--- src/verilog/lpta_pkg.sv ---
`default_nettype none
package lpta_pkg;
  // Timing
  localparam int unsigned CLK_HZ = 250_000_000;
  localparam int unsigned LIGHT_IT_BASE_MS = 50;
  localparam int unsigned LIGHT_IT_BASE_CYC = (CLK_HZ / 1000) * LIGHT_IT_BASE_MS;

  // Register indices; byte address is four times the index
  localparam logic [5:0] IDX_LIGHT_CONF = 6'h00;
  localparam logic [5:0] IDX_LIGHT_UPPER = 6'h01;
  localparam logic [5:0] IDX_LIGHT_LOWER = 6'h02;
  localparam logic [5:0] IDX_PROX_CONF = 6'h03;
  localparam logic [5:0] IDX_PROX_THR = 6'h06;
  localparam logic [5:0] IDX_PROX_RESULT = 6'h08;
  localparam logic [5:0] IDX_LIGHT_RESULT = 6'h09;
  localparam logic [5:0] IDX_FLAG = 6'h0D;
  localparam logic [5:0] IDX_ID = 6'h0E;

  // Light configuration fields
  localparam int LC_IT_POS = 6;
  localparam int LC_PERS_POS = 2;
  localparam int LC_EN_POS = 1;
  // Proximity configuration fields
  localparam int PC_PERS_POS = 0;
  localparam int PC_EN_POS = 2;
  localparam int PC_MODE_POS = 3;
  // Proximity threshold word: lower in low byte, upper in high byte
  localparam int PT_UPPER_POS = 8;
  // Flag byte sits in the high byte of its word
  localparam int FLAG_BYTE_POS = 8;
  localparam int FLAG_PROX_SAT = 7;
  localparam int FLAG_SUN = 6;
  localparam int FLAG_LIGHT_BELOW = 5;
  localparam int FLAG_LIGHT_ABOVE = 4;
  localparam int FLAG_PROX_NEAR = 1;
  localparam int FLAG_PROX_FAR = 0;
  localparam logic [7:0] FLAG_LIGHT_MASK = 8'h30;
  localparam logic [7:0] FLAG_PROX_MASK = 8'hC3;

  // Reset values
  localparam logic [7:0] LIGHT_CONF_RST = 8'h00;
  localparam logic [15:0] LIGHT_UPPER_RST = 16'hFFFF;
  localparam logic [15:0] LIGHT_LOWER_RST = 16'h0000;
  localparam logic [7:0] PROX_CONF_RST = 8'h00;
  localparam logic [7:0] PROX_UPPER_RST = 8'hFF;
  localparam logic [7:0] PROX_LOWER_RST = 8'h00;
  // Arbitrary identification value
  localparam logic [15:0] ID_RST = 16'h00A5;

  typedef struct packed {
    logic valid;
    logic saturated;
    logic sunlight;
    logic [7:0] data;
  } lpta_prox_in_s;

  typedef struct packed {
    logic ack;
    logic [31:0] dat;
    logic [7:0] light_conf;
    logic [15:0] light_upper;
    logic [15:0] light_lower;
    logic [15:0] light_result;
    logic [7:0] prox_conf;
    logic [7:0] prox_upper;
    logic [7:0] prox_lower;
    logic [7:0] prox_result;
    logic [7:0] flags;
    logic [3:0] light_cnt;
    logic [2:0] prox_hi_cnt;
    logic [2:0] prox_lo_cnt;
    logic prox_near;
    logic alert_n;
    logic [31:0] timer;
    logic light_tick;
  } lpta_state_s;
endpackage
`default_nettype wire

--- src/verilog/lpta_top.sv ---
// The Wishbone slave port and the address map are this design's own decisions.
`timescale 1ns/1ps
`default_nettype none
module lpta_top #(
  parameter int unsigned LIGHT_BASE_CYCLES = lpta_pkg::LIGHT_IT_BASE_CYC
) (
  input wire logic CLK,
  input wire logic RST_N,
  input wire logic WB_CYC_I,
  input wire logic WB_STB_I,
  input wire logic WB_WE_I,
  input wire logic [7:0] WB_ADR_I,
  input wire logic [3:0] WB_SEL_I,
  input wire logic [31:0] WB_DAT_I,
  output logic [31:0] WB_DAT_O,
  output logic WB_ACK_O,
  input wire logic [15:0] LIGHT_DATA,
  output logic LIGHT_TICK,
  input wire lpta_pkg::lpta_prox_in_s PROX_IN,
  output logic ALERT_N
);

  lpta_pkg::lpta_state_s st_reg;
  lpta_pkg::lpta_state_s st_next;

  logic [5:0] idx;
  logic take;
  logic wr;
  logic rd_done;
  logic [31:0] period;
  logic tick_c;
  logic [1:0] light_it;
  logic [3:0] light_need;
  logic light_above;
  logic light_below;
  logic light_en;
  logic [2:0] prox_need;
  logic prox_above;
  logic prox_below;
  logic prox_en;
  logic prox_mode;
  logic [7:0] flag_set;
  logic [7:0] flag_mask;

  function automatic logic [15:0] merge16(input logic [15:0] old, input logic [1:0] sel,
                                          input logic [15:0] data);
    logic [15:0] r;
    r = old;
    if (sel[0]) begin
      r[7:0] = data[7:0];
    end
    if (sel[1]) begin
      r[15:8] = data[15:8];
    end
    return r;
  endfunction

  assign idx = WB_ADR_I[7:2];
  assign take = WB_CYC_I & WB_STB_I & ~st_reg.ack;
  // Writes and read side effects land on the edge where the master sees ack
  assign wr = WB_CYC_I & WB_STB_I & WB_WE_I & st_reg.ack;
  assign rd_done = WB_CYC_I & WB_STB_I & ~WB_WE_I & st_reg.ack;

  assign light_it = st_reg.light_conf[lpta_pkg::LC_IT_POS +: 2];
  assign light_need = 4'(4'h1 << st_reg.light_conf[lpta_pkg::LC_PERS_POS +: 2]);
  assign light_en = st_reg.light_conf[lpta_pkg::LC_EN_POS];
  assign prox_need = 3'(st_reg.prox_conf[lpta_pkg::PC_PERS_POS +: 2]) + 3'h1;
  assign prox_en = st_reg.prox_conf[lpta_pkg::PC_EN_POS];
  assign prox_mode = st_reg.prox_conf[lpta_pkg::PC_MODE_POS];
  assign flag_mask = (light_en ? lpta_pkg::FLAG_LIGHT_MASK : 8'h00) |
                     (prox_en ? lpta_pkg::FLAG_PROX_MASK : 8'h00);

  // Refresh period doubles with each integration step
  assign period = 32'(LIGHT_BASE_CYCLES) << light_it;
  assign tick_c = (st_reg.timer >= period - 32'h1);

  assign light_above = LIGHT_DATA > st_reg.light_upper;
  assign light_below = LIGHT_DATA < st_reg.light_lower;
  assign prox_above = PROX_IN.data > st_reg.prox_upper;
  assign prox_below = PROX_IN.data < st_reg.prox_lower;

  always_comb begin
    st_next = st_reg;
    flag_set = 8'h00;

    // Bus slave: ack one cycle after the request, dropped the cycle after
    st_next.ack = take;
    if (take) begin
      unique case (idx)
        lpta_pkg::IDX_LIGHT_CONF: st_next.dat = {24'h000000, st_reg.light_conf};
        lpta_pkg::IDX_LIGHT_UPPER: st_next.dat = {16'h0000, st_reg.light_upper};
        lpta_pkg::IDX_LIGHT_LOWER: st_next.dat = {16'h0000, st_reg.light_lower};
        lpta_pkg::IDX_PROX_CONF: st_next.dat = {24'h000000, st_reg.prox_conf};
        lpta_pkg::IDX_PROX_THR: st_next.dat = {16'h0000, st_reg.prox_upper, st_reg.prox_lower};
        lpta_pkg::IDX_PROX_RESULT: st_next.dat = {24'h000000, st_reg.prox_result};
        lpta_pkg::IDX_LIGHT_RESULT: st_next.dat = {16'h0000, st_reg.light_result};
        lpta_pkg::IDX_FLAG: st_next.dat = {16'h0000, st_reg.flags, 8'h00};
        lpta_pkg::IDX_ID: st_next.dat = {16'h0000, lpta_pkg::ID_RST};
        default: st_next.dat = 32'h00000000;
      endcase
    end

    // Register writes are never blocked by the alert state
    if (wr) begin
      unique case (idx)
        lpta_pkg::IDX_LIGHT_CONF: begin
          if (WB_SEL_I[0]) begin
            st_next.light_conf = WB_DAT_I[7:0];
          end
        end
        lpta_pkg::IDX_LIGHT_UPPER: st_next.light_upper = merge16(st_reg.light_upper, WB_SEL_I[1:0], WB_DAT_I[15:0]);
        lpta_pkg::IDX_LIGHT_LOWER: st_next.light_lower = merge16(st_reg.light_lower, WB_SEL_I[1:0], WB_DAT_I[15:0]);
        lpta_pkg::IDX_PROX_CONF: begin
          if (WB_SEL_I[0]) begin
            st_next.prox_conf = WB_DAT_I[7:0];
          end
        end
        lpta_pkg::IDX_PROX_THR: begin
          if (WB_SEL_I[0]) begin
            st_next.prox_lower = WB_DAT_I[7:0];
          end
          if (WB_SEL_I[1]) begin
            st_next.prox_upper = WB_DAT_I[lpta_pkg::PT_UPPER_POS +: 8];
          end
        end
        default: begin
        end
      endcase
    end

    // Integration timer; after a field change, a period already past its new length ends at once
    st_next.light_tick = tick_c;
    st_next.timer = tick_c ? 32'h00000000 : st_reg.timer + 32'h1;
    if (tick_c) begin
      st_next.light_result = LIGHT_DATA;
      if (light_above | light_below) begin
        if (st_reg.light_cnt < light_need) begin
          st_next.light_cnt = st_reg.light_cnt + 4'h1;
        end
        if (st_reg.light_cnt + 4'h1 == light_need) begin
          flag_set[lpta_pkg::FLAG_LIGHT_ABOVE] = light_en & light_above;
          flag_set[lpta_pkg::FLAG_LIGHT_BELOW] = light_en & light_below;
        end
      end else begin
        st_next.light_cnt = 4'h0;
      end
    end

    // Proximity: the near/far state gives hysteresis between the thresholds
    if (PROX_IN.valid) begin
      st_next.prox_result = PROX_IN.data;
      flag_set[lpta_pkg::FLAG_PROX_SAT] = prox_en & PROX_IN.saturated;
      flag_set[lpta_pkg::FLAG_SUN] = prox_en & PROX_IN.sunlight;
      st_next.prox_hi_cnt = 3'h0;
      st_next.prox_lo_cnt = 3'h0;
      if (prox_above & ~st_reg.prox_near) begin
        st_next.prox_hi_cnt = st_reg.prox_hi_cnt + 3'h1;
        if (st_reg.prox_hi_cnt + 3'h1 >= prox_need) begin
          st_next.prox_near = 1'b1;
          st_next.prox_hi_cnt = 3'h0;
          flag_set[lpta_pkg::FLAG_PROX_NEAR] = prox_en;
        end
      end
      if (prox_below & st_reg.prox_near) begin
        st_next.prox_lo_cnt = st_reg.prox_lo_cnt + 3'h1;
        if (st_reg.prox_lo_cnt + 3'h1 >= prox_need) begin
          st_next.prox_near = 1'b0;
          st_next.prox_lo_cnt = 3'h0;
          flag_set[lpta_pkg::FLAG_PROX_FAR] = prox_en;
        end
      end
    end

    // Read clears after data was returned; a fresh event in that cycle survives
    st_next.flags = st_reg.flags;
    if (rd_done && idx == lpta_pkg::IDX_FLAG) begin
      st_next.flags = 8'h00;
    end
    st_next.flags = st_next.flags | flag_set;

    // Pin: level of the near state in logic mode, else any enabled flag
    if (prox_mode) begin
      st_next.alert_n = ~st_next.prox_near;
    end else begin
      st_next.alert_n = ~|(st_next.flags & flag_mask);
    end
  end

  always_ff @(posedge CLK or negedge RST_N) begin
    if (!RST_N) begin
      st_reg <= '{
        ack: 1'b0,
        dat: 32'h00000000,
        light_conf: lpta_pkg::LIGHT_CONF_RST,
        light_upper: lpta_pkg::LIGHT_UPPER_RST,
        light_lower: lpta_pkg::LIGHT_LOWER_RST,
        light_result: 16'h0000,
        prox_conf: lpta_pkg::PROX_CONF_RST,
        prox_upper: lpta_pkg::PROX_UPPER_RST,
        prox_lower: lpta_pkg::PROX_LOWER_RST,
        prox_result: 8'h00,
        flags: 8'h00,
        light_cnt: 4'h0,
        prox_hi_cnt: 3'h0,
        prox_lo_cnt: 3'h0,
        prox_near: 1'b0,
        alert_n: 1'b1,
        timer: 32'h00000000,
        light_tick: 1'b0
      };
    end else begin
      st_reg <= st_next;
    end
  end

  assign WB_ACK_O = st_reg.ack;
  assign WB_DAT_O = st_reg.dat;
  assign LIGHT_TICK = st_reg.light_tick;
  assign ALERT_N = st_reg.alert_n;
endmodule // lpta_top
`default_nettype wire

--- config.mk ---
export PLATFORM = sky130hd
export DESIGN_NAME = lpta_top
export DESIGN_NICKNAME = d
export VERILOG_FILES = /design/src/verilog/lpta_pkg.sv /design/src/verilog/lpta_top.sv
export SDC_FILE = /design/constraint.sdc
export NUM_CORES = 1
export LEC_CHECK = 0
export BUFFER_PORTS_ARGS = -buffer_cell sky130_fd_sc_hd__buf_2
export CELL_PAD_IN_SITES_DETAIL_PLACEMENT = 1
export CELL_PAD_IN_SITES_GLOBAL_PLACEMENT = 1
export CORE_ASPECT_RATIO = 0.8
export CORE_UTILIZATION = 50
export CTS_CLUSTER_SIZE = 12
export DETAILED_ROUTE_END_ITERATION = 8
export PLACE_DENSITY_LB_ADDON = 0.1
export SKIP_LAST_GASP = 1
export SLEW_MARGIN = 5
export SYNTH_ARGS = -nofsm -noshare
export SYNTH_HDL_FRONTEND = slang
export SYNTH_SLANG_ARGS = --single-unit
--- constraint.sdc ---
create_clock -name CLK -period 4.32 [get_ports CLK]
set_input_delay 0.864 -clock CLK [delete_from_list [all_inputs] [get_ports CLK]]
set_output_delay 0.864 -clock CLK [all_outputs]
set_load 0.05 [all_outputs]
==> results of run 1 <==
[synthesized netlist by cell type, drive strengths merged (2+ instances only)]
library cell	number
or3	4
and4	4
a32o	4
nor3b	2
xnor2	18
and2	3
nand3b	3
nand2b	8
mux2i	2
ha	84
o21a	4
a22oi	14
a31oi	2
nand4	18
nor2	57
a22o	19
a21oi	34
inv	71
clkbuf	11
and3	8
nor4	6
dfstp	25
or2	2
a211oi	4
maj3	2
a21o	11
mux2	89
o31ai	3
conb	2
a222oi	14
o21ai	28
xor2	18
buf	43
dfrtp	131
o211ai	9
a221oi	5
nor3	10
nand3	25
o2111ai	5
nor2b	5
nand2	67
[kinds of logic after synthesis]
group                    count (synthesis)  synth area share
adder cells (fa/ha/maj)                 86             0.114
flip-flops                             156             0.419
buffers and inverters                  125            0.0668
multiplexers                            91             0.113
AND/OR/NAND/NOR                        224             0.125
other                                    2          0.000800
XOR/XNOR                                36            0.0336
AO/OA/AOI/OAI                          165             0.128
[metal layers]
| metal | vias up | GRT usage | share of wire |
|---|---|---|---|
| met2 | 179 | 0.467 | 0.48 |
| met4 | 0 | 0.0944 | 0.017 |
| met1 | 3654 | 0.397 | 0.46 |
| li1 | 3272 | - | - |
| met5 | - | 0 | 0 |
| met3 | 36 | 0.0498 | 0.043 |
[power groups by stage]
stage | registers [mW] | clock network (mW) | logic (mW)
2_1_floorplan | 1.53 | 0 | 0.153
4_1_cts | 1.51 | 1.57 | 0.261
5_1_grt | 1.51 | 1.63 | 0.289
6_report | 1.51 | 1.56 | 0.261
3_5_place_dp | 1.54 | 0 | 0.256
3_3_place_gp | 1.53 | 0 | 0.244
[layout make-up]
type / count / area, um2 / area share
clock buffers: 20 / 447 / 0.0427
repair buffers: 80 / 434 / 0.0415
flip-flops and latches: 156 / 3940 / 0.376
well taps: 253 / 317 / 0.0303
inverters: 71 / 267 / 0.0255
multi-input cells: 627 / 4910 / 0.470
clock inverters: 12 / 148 / 0.0141
[how the worst min path moves through the flow]
stage	from	endpoint	slack, ns	cells after the start
after floorplan	st_reg[1]$_DFF_PN0_	st_reg[1]$_DFF_PN0_	0.45	1
after detailed placement	st_reg[94]$_DFFE_PN0N_	st_reg[94]$_DFFE_PN0N_	0.48	1
after global placement	st_reg[94]$_DFFE_PN0N_	st_reg[94]$_DFFE_PN0N_	0.47	1
after CTS	st_reg[94]$_DFFE_PN0N_	st_reg[94]$_DFFE_PN0N_	0.49	1
final	st_reg[93]$_DFFE_PN0N_	st_reg[93]$_DFFE_PN0N_	0.49	1
after global routing	st_reg[94]$_DFFE_PN0N_	st_reg[94]$_DFFE_PN0N_	0.50	1
[worst max-delay path, cell delays in order, from the launching register on]
cell and delay, ns:
dfrtp_1 0.51, inv_1 0.18, nor2_1 0.18, inv_1 0.12
ha_1 0.29, nand2_1 0.05, nor4_1 0.41, nand3_1 0.24
o21a_1 0.26, o31ai_4 0.06, buf_4 0.45, mux2_2 0.40
==> flow_summary.ini, run 1 <==
[pwr]
powerDensity_nw_per_um2 = 318
peakVddDrop_uv = 188
switching_share = 0.251
power.total_mw = 3.33
power.internal_mw = 2.49
comb_power_share = 0.078
pwr-share-seq = 0.454
power.switching_uw = 835
clkPwrFrac = 0.467
p_leak_nw = 5.01

[floorplan]
start_util = 0.513
fp-row-count = 44
io_pins = 111
coreArea_um2 = 18300
dieArea_um2 = 19300
die_w_um = 155
die_h_um = 125

[synthesis]
synth_area_leaders = dfrtp_1 35%, ha_1 11%, mux2_2 9.1%
netlist.area_leader.share = 0.349
yosysWarnings = 0
netlist_area_um2 = 9380
synth-edff-count = 0
synth_flop_cell = dfrtp_1
synth_cells = 885
yosysUniqueCellTypes = 74
ys_ff_latch = 156
postSynthAreaPerCell_um2 = 10.6
synth_async_sr_flop_share = 1.00
yosysTopAreaCell = dfrtp_1
ys_seq_area_frac = 0.419

[cts]
cts_sinks = 156
cts_hold_buf = 0
cts_tree = done
root_buffer = clkbuf_16
clock_latency_ns = 0.44
cts.path.max_buffers = 2
htree_num_levels = 4
clk_pin_slew_worst_paths_ns = 0.06
post_cts_buffers = 0
numCtsBuffers = 17
cts_resized = 0

[grt]
antenna_found_initial = 0
overflow = 0
grt_use_total = 0.290
grt_pass1_wl_um = 42700
grt_pass1_vias = 7662
grt_max_degree = 95

[timing]
fin_crit_sh = 0.763
worst_slack_ns = 1.02
setup_violations = 0
maxSlewViolCount = 0
relSlewSlack = 0.359
whs_ns = 0.495
hold_violations = 0
period_minus_slack_ns = 3.30
rsz0062_at_grt = no
worstMarginPinSlew_ns = 0.956
skew_ns = 0.0143
fmax_ghz = 0.303
fin_tns_setup_ns = 0

[worst_setup_path]
critPathKind = flop to flop
critPathRequiredTime_ns = 4.63
crit_arrival_ns = 3.61
critPathMaxFanout = 36
r2r-end = st_reg[91]$_DFFE_PN0N_
setup.worst_path.end_class = flop
crit-reg2reg-launch = light_it[0]$_DFFE_PN0P_
crit_start = light_it[0]$_DFFE_PN0P_
start_kind = flop
worst_r2r_path_depth = 11
r2r_slack_ns = 1.02
crit_end = st_reg[91]$_DFFE_PN0N_

[placed_design]
place_inst = 1187
dpl_cell_area_um2 = 9860
finalWeightedCongestion = 0.865
hpwl_um = 19200
dp_slack_ns = 0.879
portBuffers = 74

[final_layout]
drive_gt1_frac = 0.252
final_cell_mix = 131 x dfrtp_1, 84 x ha_1, 76 x mux2_2
final_cells = 1219
area_growth_pct = 11.5
final_common_cell = dfrtp_1
final_nets = 1113
n_antenna_cell = 0
design_area_um2 = 10500
fill_cells = 2003
utilization = 0.572
largest_reg_flops = 132

[detailed_routing]
wl_um = 26300
wl_per_cell_um = 21.6
route.detailed.drc = 0
vias = 7141
drt_iter0_drc = 537
drt_pass1_iterations = 5
detail-route-antenna-nets = 0
via_per_inst = 5.86

[job]
cap_violations = 0

[worst_hold_path]
hold_path.class = flop to flop

[outcome]
status = complete, no violations
(Power assumes the default switching activity.)
==> run 2, diff against run 1 <==
--- a/config.mk
+++ b/config.mk
@@ -9,7 +9,7 @@
 export CELL_PAD_IN_SITES_DETAIL_PLACEMENT = 1
 export CELL_PAD_IN_SITES_GLOBAL_PLACEMENT = 1
 export CORE_ASPECT_RATIO = 0.8
-export CORE_UTILIZATION = 50
+export CORE_UTILIZATION = 47
 export CTS_CLUSTER_SIZE = 12
 export DETAILED_ROUTE_END_ITERATION = 8
 export PLACE_DENSITY_LB_ADDON = 0.1
==> constraint.sdc (replaced) <==
create_clock -name CLK -period 3.1 [get_ports CLK]
set_input_delay 0.62 -clock CLK [delete_from_list [all_inputs] [get_ports CLK]]
set_output_delay 0.62 -clock CLK [all_outputs]
set_load 0.05 [all_outputs]
==> run 2 against run 1 <==
  * Critical path depth down 1
  * Clock skew down 0.0026 ns
  * Non-clock buffer count up 14
  * Sequential power up 39%
  * Combinational power up 43%
  * Critical path type unchanged
  * Via count down 0.29%
  * Cell area up 1.4%
  * Sequential cell count unchanged
  * Worst hold slack worse by 0.31 ns
  * First-iteration DRC count down 18%
==> flow_summary.ini, run 2 (synthesis results as in run 1) <==
[outcome]
status = complete, no violations

[cts]
post_cts_buffers = 0
cts_hold_buf = 0
cts.path.max_buffers = 2
cts_sinks = 156
cts_tree = done
clock_latency_ns = 0.45
numCtsBuffers = 17
htree_num_levels = 4
root_buffer = clkbuf_16
clk_pin_slew_worst_paths_ns = 0.07

[worst_setup_path]
critPathSlowestCell = dfrtp_1
crit-reg2reg-launch = light_it[0]$_DFFE_PN0P_
crit_arrival_ns = 3.23
r2r_slack_ns = 0.20
crit_chain = nor2_1 -> ha_1 -> nand3_1 -> nand2_1 -> maj3_1 -> a211oi_1 -> o31ai_4 -> buf_4 -> and2_1 -> a22o_1
critPathRequiredTime_ns = 3.43
critPathMaxFanout = 11
worst_r2r_path_depth = 10
r2r-end = st_reg[50]$_DFF_PN0_
critPathTopFamily = compound AO/OA/AOI/OAI gates
max_stage_delay_ns = 0.43
path_buf_inv = 1
setup.worst_path.end_class = flop
start_kind = flop
critPathKind = flop to flop

[grt]
overflow = 0
grt_use_total = 0.268
antenna_found_initial = 1
grt_pass1_wl_um = 42100
grt_pass1_vias = 7584
grt_max_degree = 71

[final_layout]
area_growth_pct = 13.0
largest_reg_flops = 132
final_cell_mix = 131 x dfrtp_1, 84 x ha_1, 76 x mux2_2
final_nets = 1127
final_common_cell = dfrtp_1
drive_gt1_frac = 0.265
fill_cells = 2124
design_area_um2 = 10600

[detailed_routing]
wl_per_cell_um = 20.8
vias = 7120
drt_iter0_drc = 443
wl_um = 25800
drt_pass1_iterations = 8
via_per_inst = 5.75
route.detailed.drc = 0
detail-route-antenna-nets = 0

[timing]
relSlewSlack = 0.391
hold_violations = 0
fmax_ghz = 0.345
period_minus_slack_ns = 2.90
fin_crit_sh = 0.936
fin_tns_setup_ns = 0
worst_slack_ns = 0.199
maxSlewViolCount = 0
worstMarginPinSlew_ns = 0.914
skew_ns = 0.0117
setup_violations = 0
rsz0062_at_grt = no

[placed_design]
dp_slack_ns = 0.106
dpl_cell_area_um2 = 9990
portBuffers = 74
hpwl_um = 19600
finalWeightedCongestion = 0.850

[pwr]
peakVddDrop_uv = 289
powerDensity_nw_per_um2 = 441
power.total_mw = 4.68
p_leak_nw = 5.08

[floorplan]
die_w_um = 160
start_util = 0.487
die_h_um = 128
dieArea_um2 = 20500
coreArea_um2 = 19300
io_pins = 111
fp-row-count = 45

[worst_hold_path]
hold_path.class = primary input to async pin

[job]
cap_violations = 0
==> run 2: changes by cell type in the layout (fill, tap and decap cells not counted), moves of 2 or more <==
cell	previous run	this run
clkinv_2	5	1
inv_6	0	8
buf_4	5	18
clkbuf_1	2	0
clkinv_4	2	0
==> run 2: report_power, final <==
part,internal [mW],switching [mW]
Sequential,2.08,0.0295
Clock,1.22,0.984
Combinational,0.121,0.251
Total,3.41,1.27
==> run 2: metrics by stage <==
stage           util  std cells  hold slack (ns)
2_1_floorplan      -        908            0.324
3_3_place_gp   0.519       1206            0.468
3_5_place_dp   0.519       1206            0.481
4_1_cts        0.550       1238            0.213
5_1_grt        0.550       1239            0.228
6_report       0.550       1239            0.185
==> run 2: worst max-delay path by stage <==
stage | start | end | slack, ns | cells past startpoint
3_5_place_dp | light_it[0]$_DFFE_PN0P_ | st_reg[100]$_DFFE_PN0N_ | 0.11 | 11
3_3_place_gp | light_it[0]$_DFFE_PN0P_ | st_reg[100]$_DFFE_PN0N_ | 0.21 | 11
6_report | light_it[0]$_DFFE_PN0P_ | st_reg[50]$_DFF_PN0_ | 0.20 | 10
4_1_cts | light_it[0]$_DFFE_PN0P_ | st_reg[100]$_DFFE_PN0N_ | 0.09 | 11
2_1_floorplan | light_it[0]$_DFFE_PN0P_ | st_reg[95]$_DFFE_PN0N_ | 0.61 | 11
5_1_grt | light_it[0]$_DFFE_PN0P_ | st_reg[88]$_DFFE_PN0N_ | 0.04 | 11
==> run 2: layout make-up <==
type / count / area [um2] / area share
tap: 258 / 323 / 0.0305
antenna: 1 / 2.50 / 0.000236
sequential: 156 / 3940 / 0.371
multi-input combinational: 627 / 4920 / 0.464
inverter: 71 / 267 / 0.0251
clock buffer: 17 / 425 / 0.0401
clock inverter: 15 / 178 / 0.0168
timing repair buffer: 94 / 552 / 0.0521
==> run 2: timing repair <==
| item | in CTS | in global routing |
|---|---|---|
| hold endpoints to repair | 0 | 0 |
| gates resized for setup | 0 | 1 |
| endpoints found under the setup margin | 0 | 16 |
==> run 2: layer usage <==
layer / global-route usage / vias to the layer above / part of all wire
met5: 0 / - / 0
met4: 0.0863 / 0 / 0.015
met3: 0.0419 / 32 / 0.035
met2: 0.438 / 151 / 0.47
met1: 0.367 / 3639 / 0.48
li1: - / 3298 / -
==> run 3, diff against run 2 <==
--- a/config.mk
+++ b/config.mk
@@ -12,7 +12,7 @@
 export CORE_UTILIZATION = 47
 export CTS_CLUSTER_SIZE = 12
 export DETAILED_ROUTE_END_ITERATION = 8
-export PLACE_DENSITY_LB_ADDON = 0.1
+export PLACE_DENSITY = 0.78
 export SKIP_LAST_GASP = 1
 export SLEW_MARGIN = 5
 export SYNTH_ARGS = -nofsm -noshare
==> run 3 against run 2 <==
  * Critical path depth grew 1
  * Non-clock buffer count grew 10
  * Die area is the same
  * Sequential power is essentially flat
  * Utilization grew 0.34 points
  * Critical path type unchanged
==> flow_summary.ini, run 3 (synthesis results as in run 1) <==
[timing]
maxSlewViolCount = 0
whs_ns = 0.231
fmax_ghz = 0.349
worstMarginPinSlew_ns = 0.974
skew_ns = 0.0138
hold_violations = 0
relSlewSlack = 0.351
fin_tns_setup_ns = 0
period_minus_slack_ns = 2.87
setup_violations = 0
fin_crit_sh = 0.925
rsz0062_at_grt = no

[final_layout]
utilization = 0.554
final_common_cell = dfrtp_1
final_cell_mix = 131 x dfrtp_1, 84 x ha_1, 76 x mux2_2
n_antenna_cell = 0
largest_reg_flops = 132
area_growth_pct = 13.7
drive_gt1_frac = 0.272
final_nets = 1137

[floorplan]
dieArea_um2 = 20500
die_w_um = 160
fp-row-count = 45
die_h_um = 128
coreArea_um2 = 19300
io_pins = 111
start_util = 0.487

[cts]
cts.path.max_buffers = 2
root_buffer = clkbuf_16
cts_hold_buf = 0
cts_resized = 0
htree_num_levels = 4
cts_sinks = 156
cts_tree = done
numCtsBuffers = 17
clk_pin_slew_worst_paths_ns = 0.07
clock_latency_ns = 0.44

[detailed_routing]
wl_per_cell_um = 21.4
via_per_inst = 5.83
wl_um = 26700
drt_pass1_iterations = 5
drt_iter0_drc = 549
detail-route-antenna-nets = 0
route.detailed.drc = 0
vias = 7270

[worst_setup_path]
critPathSlowestCell = a211oi_1
critPathRequiredTime_ns = 3.44
crit_chain = buf_4 -> nor2_1 -> ha_1 -> nand3_1 -> nand2_1 -> maj3_1 -> a211oi_1 -> o31ai_4 -> buf_12 -> buf_4 -> nor2_1
setup.worst_path.end_class = flop
max_stage_delay_ns = 0.41
crit_arrival_ns = 3.21
start_kind = flop
critPathMaxFanout = 15
critPathKind = flop to flop

[grt]
grt_pass1_wl_um = 42500
grt_pass1_vias = 7505
grt_use_total = 0.271
antenna_found_initial = 1
grt_max_degree = 83
overflow = 0

[placed_design]
portBuffers = 74
hpwl_um = 19700
finalWeightedCongestion = 0.851

[pwr]
power.total_mw = 4.67
p_leak_nw = 5.13
powerDensity_nw_per_um2 = 438
peakVddDrop_uv = 332

[worst_hold_path]
hold_path.class = primary input to async pin

[outcome]
status = complete, no violations

[job]
cap_violations = 0
-- run 3: cell types whose count changed in the layout (fill, tap and decap cells not counted), sizes merged --
cell and delta:
buf +10, clkinvlp +1, diode -1, inv -1
-- run 3: critical path: cells and delay by family, from the launching register on --
kind / cells / cell delay, ns
and+or+nand+nor: 4 / 0.58
adders and majority gates: 2 / 0.67
AOI/OAI and AO/OA: 2 / 0.58
DFF: 1 / 0.40
buffers and inverters: 3 / 0.55
-- run 3: what timing repair did --
action                                  4_1_cts  5_1_grt
hold endpoints to repair                      0        0
buffers inserted                              0        1
endpoints found under the setup margin        0       24
-- run 3: where the power goes --
group	total, mW	switching [mW]	internal, mW
logic	0.382	0.258	0.124
clock network	2.19	0.968	1.22
registers	2.11	0.0298	2.08
-- run 3: cell type report --
class	instances	area, um2
Sequential cell	156	3940
Fill cell	2184	8590
Clock buffer	17	425
Inverter	71	267
Tap cell	258	323
Clock inverter	15	178
Multi-Input combinational cell	627	4910
Timing Repair Buffer	104	627
-- run 3: per-layer routing --
metal  global-route usage  share of wire  vias up
met4               0.0762          0.011        2
met2                0.423           0.45      208
met3               0.0487          0.055       27
met5                    0        0.00049        -
li1                     -              -     3336
met1                0.387           0.48     3697
-- run 3: final timing paths --
kind                            depth (start not counted)                      to  slack, ns                    start
worst max-delay path                                   11    st_reg[15]$_DFF_PN0_       0.23  light_it[1]$_DFFE_PN0P_
worst max register to register                         11    st_reg[15]$_DFF_PN0_       0.23  light_it[1]$_DFFE_PN0P_
worst min-delay path                                    1    LIGHT_TICK$_DFF_PN0_       0.23                    RST_N
worst min register to register                          1     st_reg[1]$_DFF_PN0_       0.49      st_reg[1]$_DFF_PN0_
max in group asynchronous                               2  st_reg[70]$_DFFE_PN1P_       2.06                    RST_N
min in group CLK                                        2  st_reg[97]$_DFFE_PN0N_       0.45           LIGHT_DATA[12]
-- run 3: metrics by stage --
stage / instance area (um2) / cells / setup WS, ns
after floorplan: 9470 / 908 / 0.613
after global placement: 10100 / 1215 / 0.217
after CTS: 10700 / 1247 / 0.0309
final: 10700 / 1248 / 0.233
after detailed placement: 10100 / 1215 / 0.132
after global routing: 10700 / 1248 / 0.0889
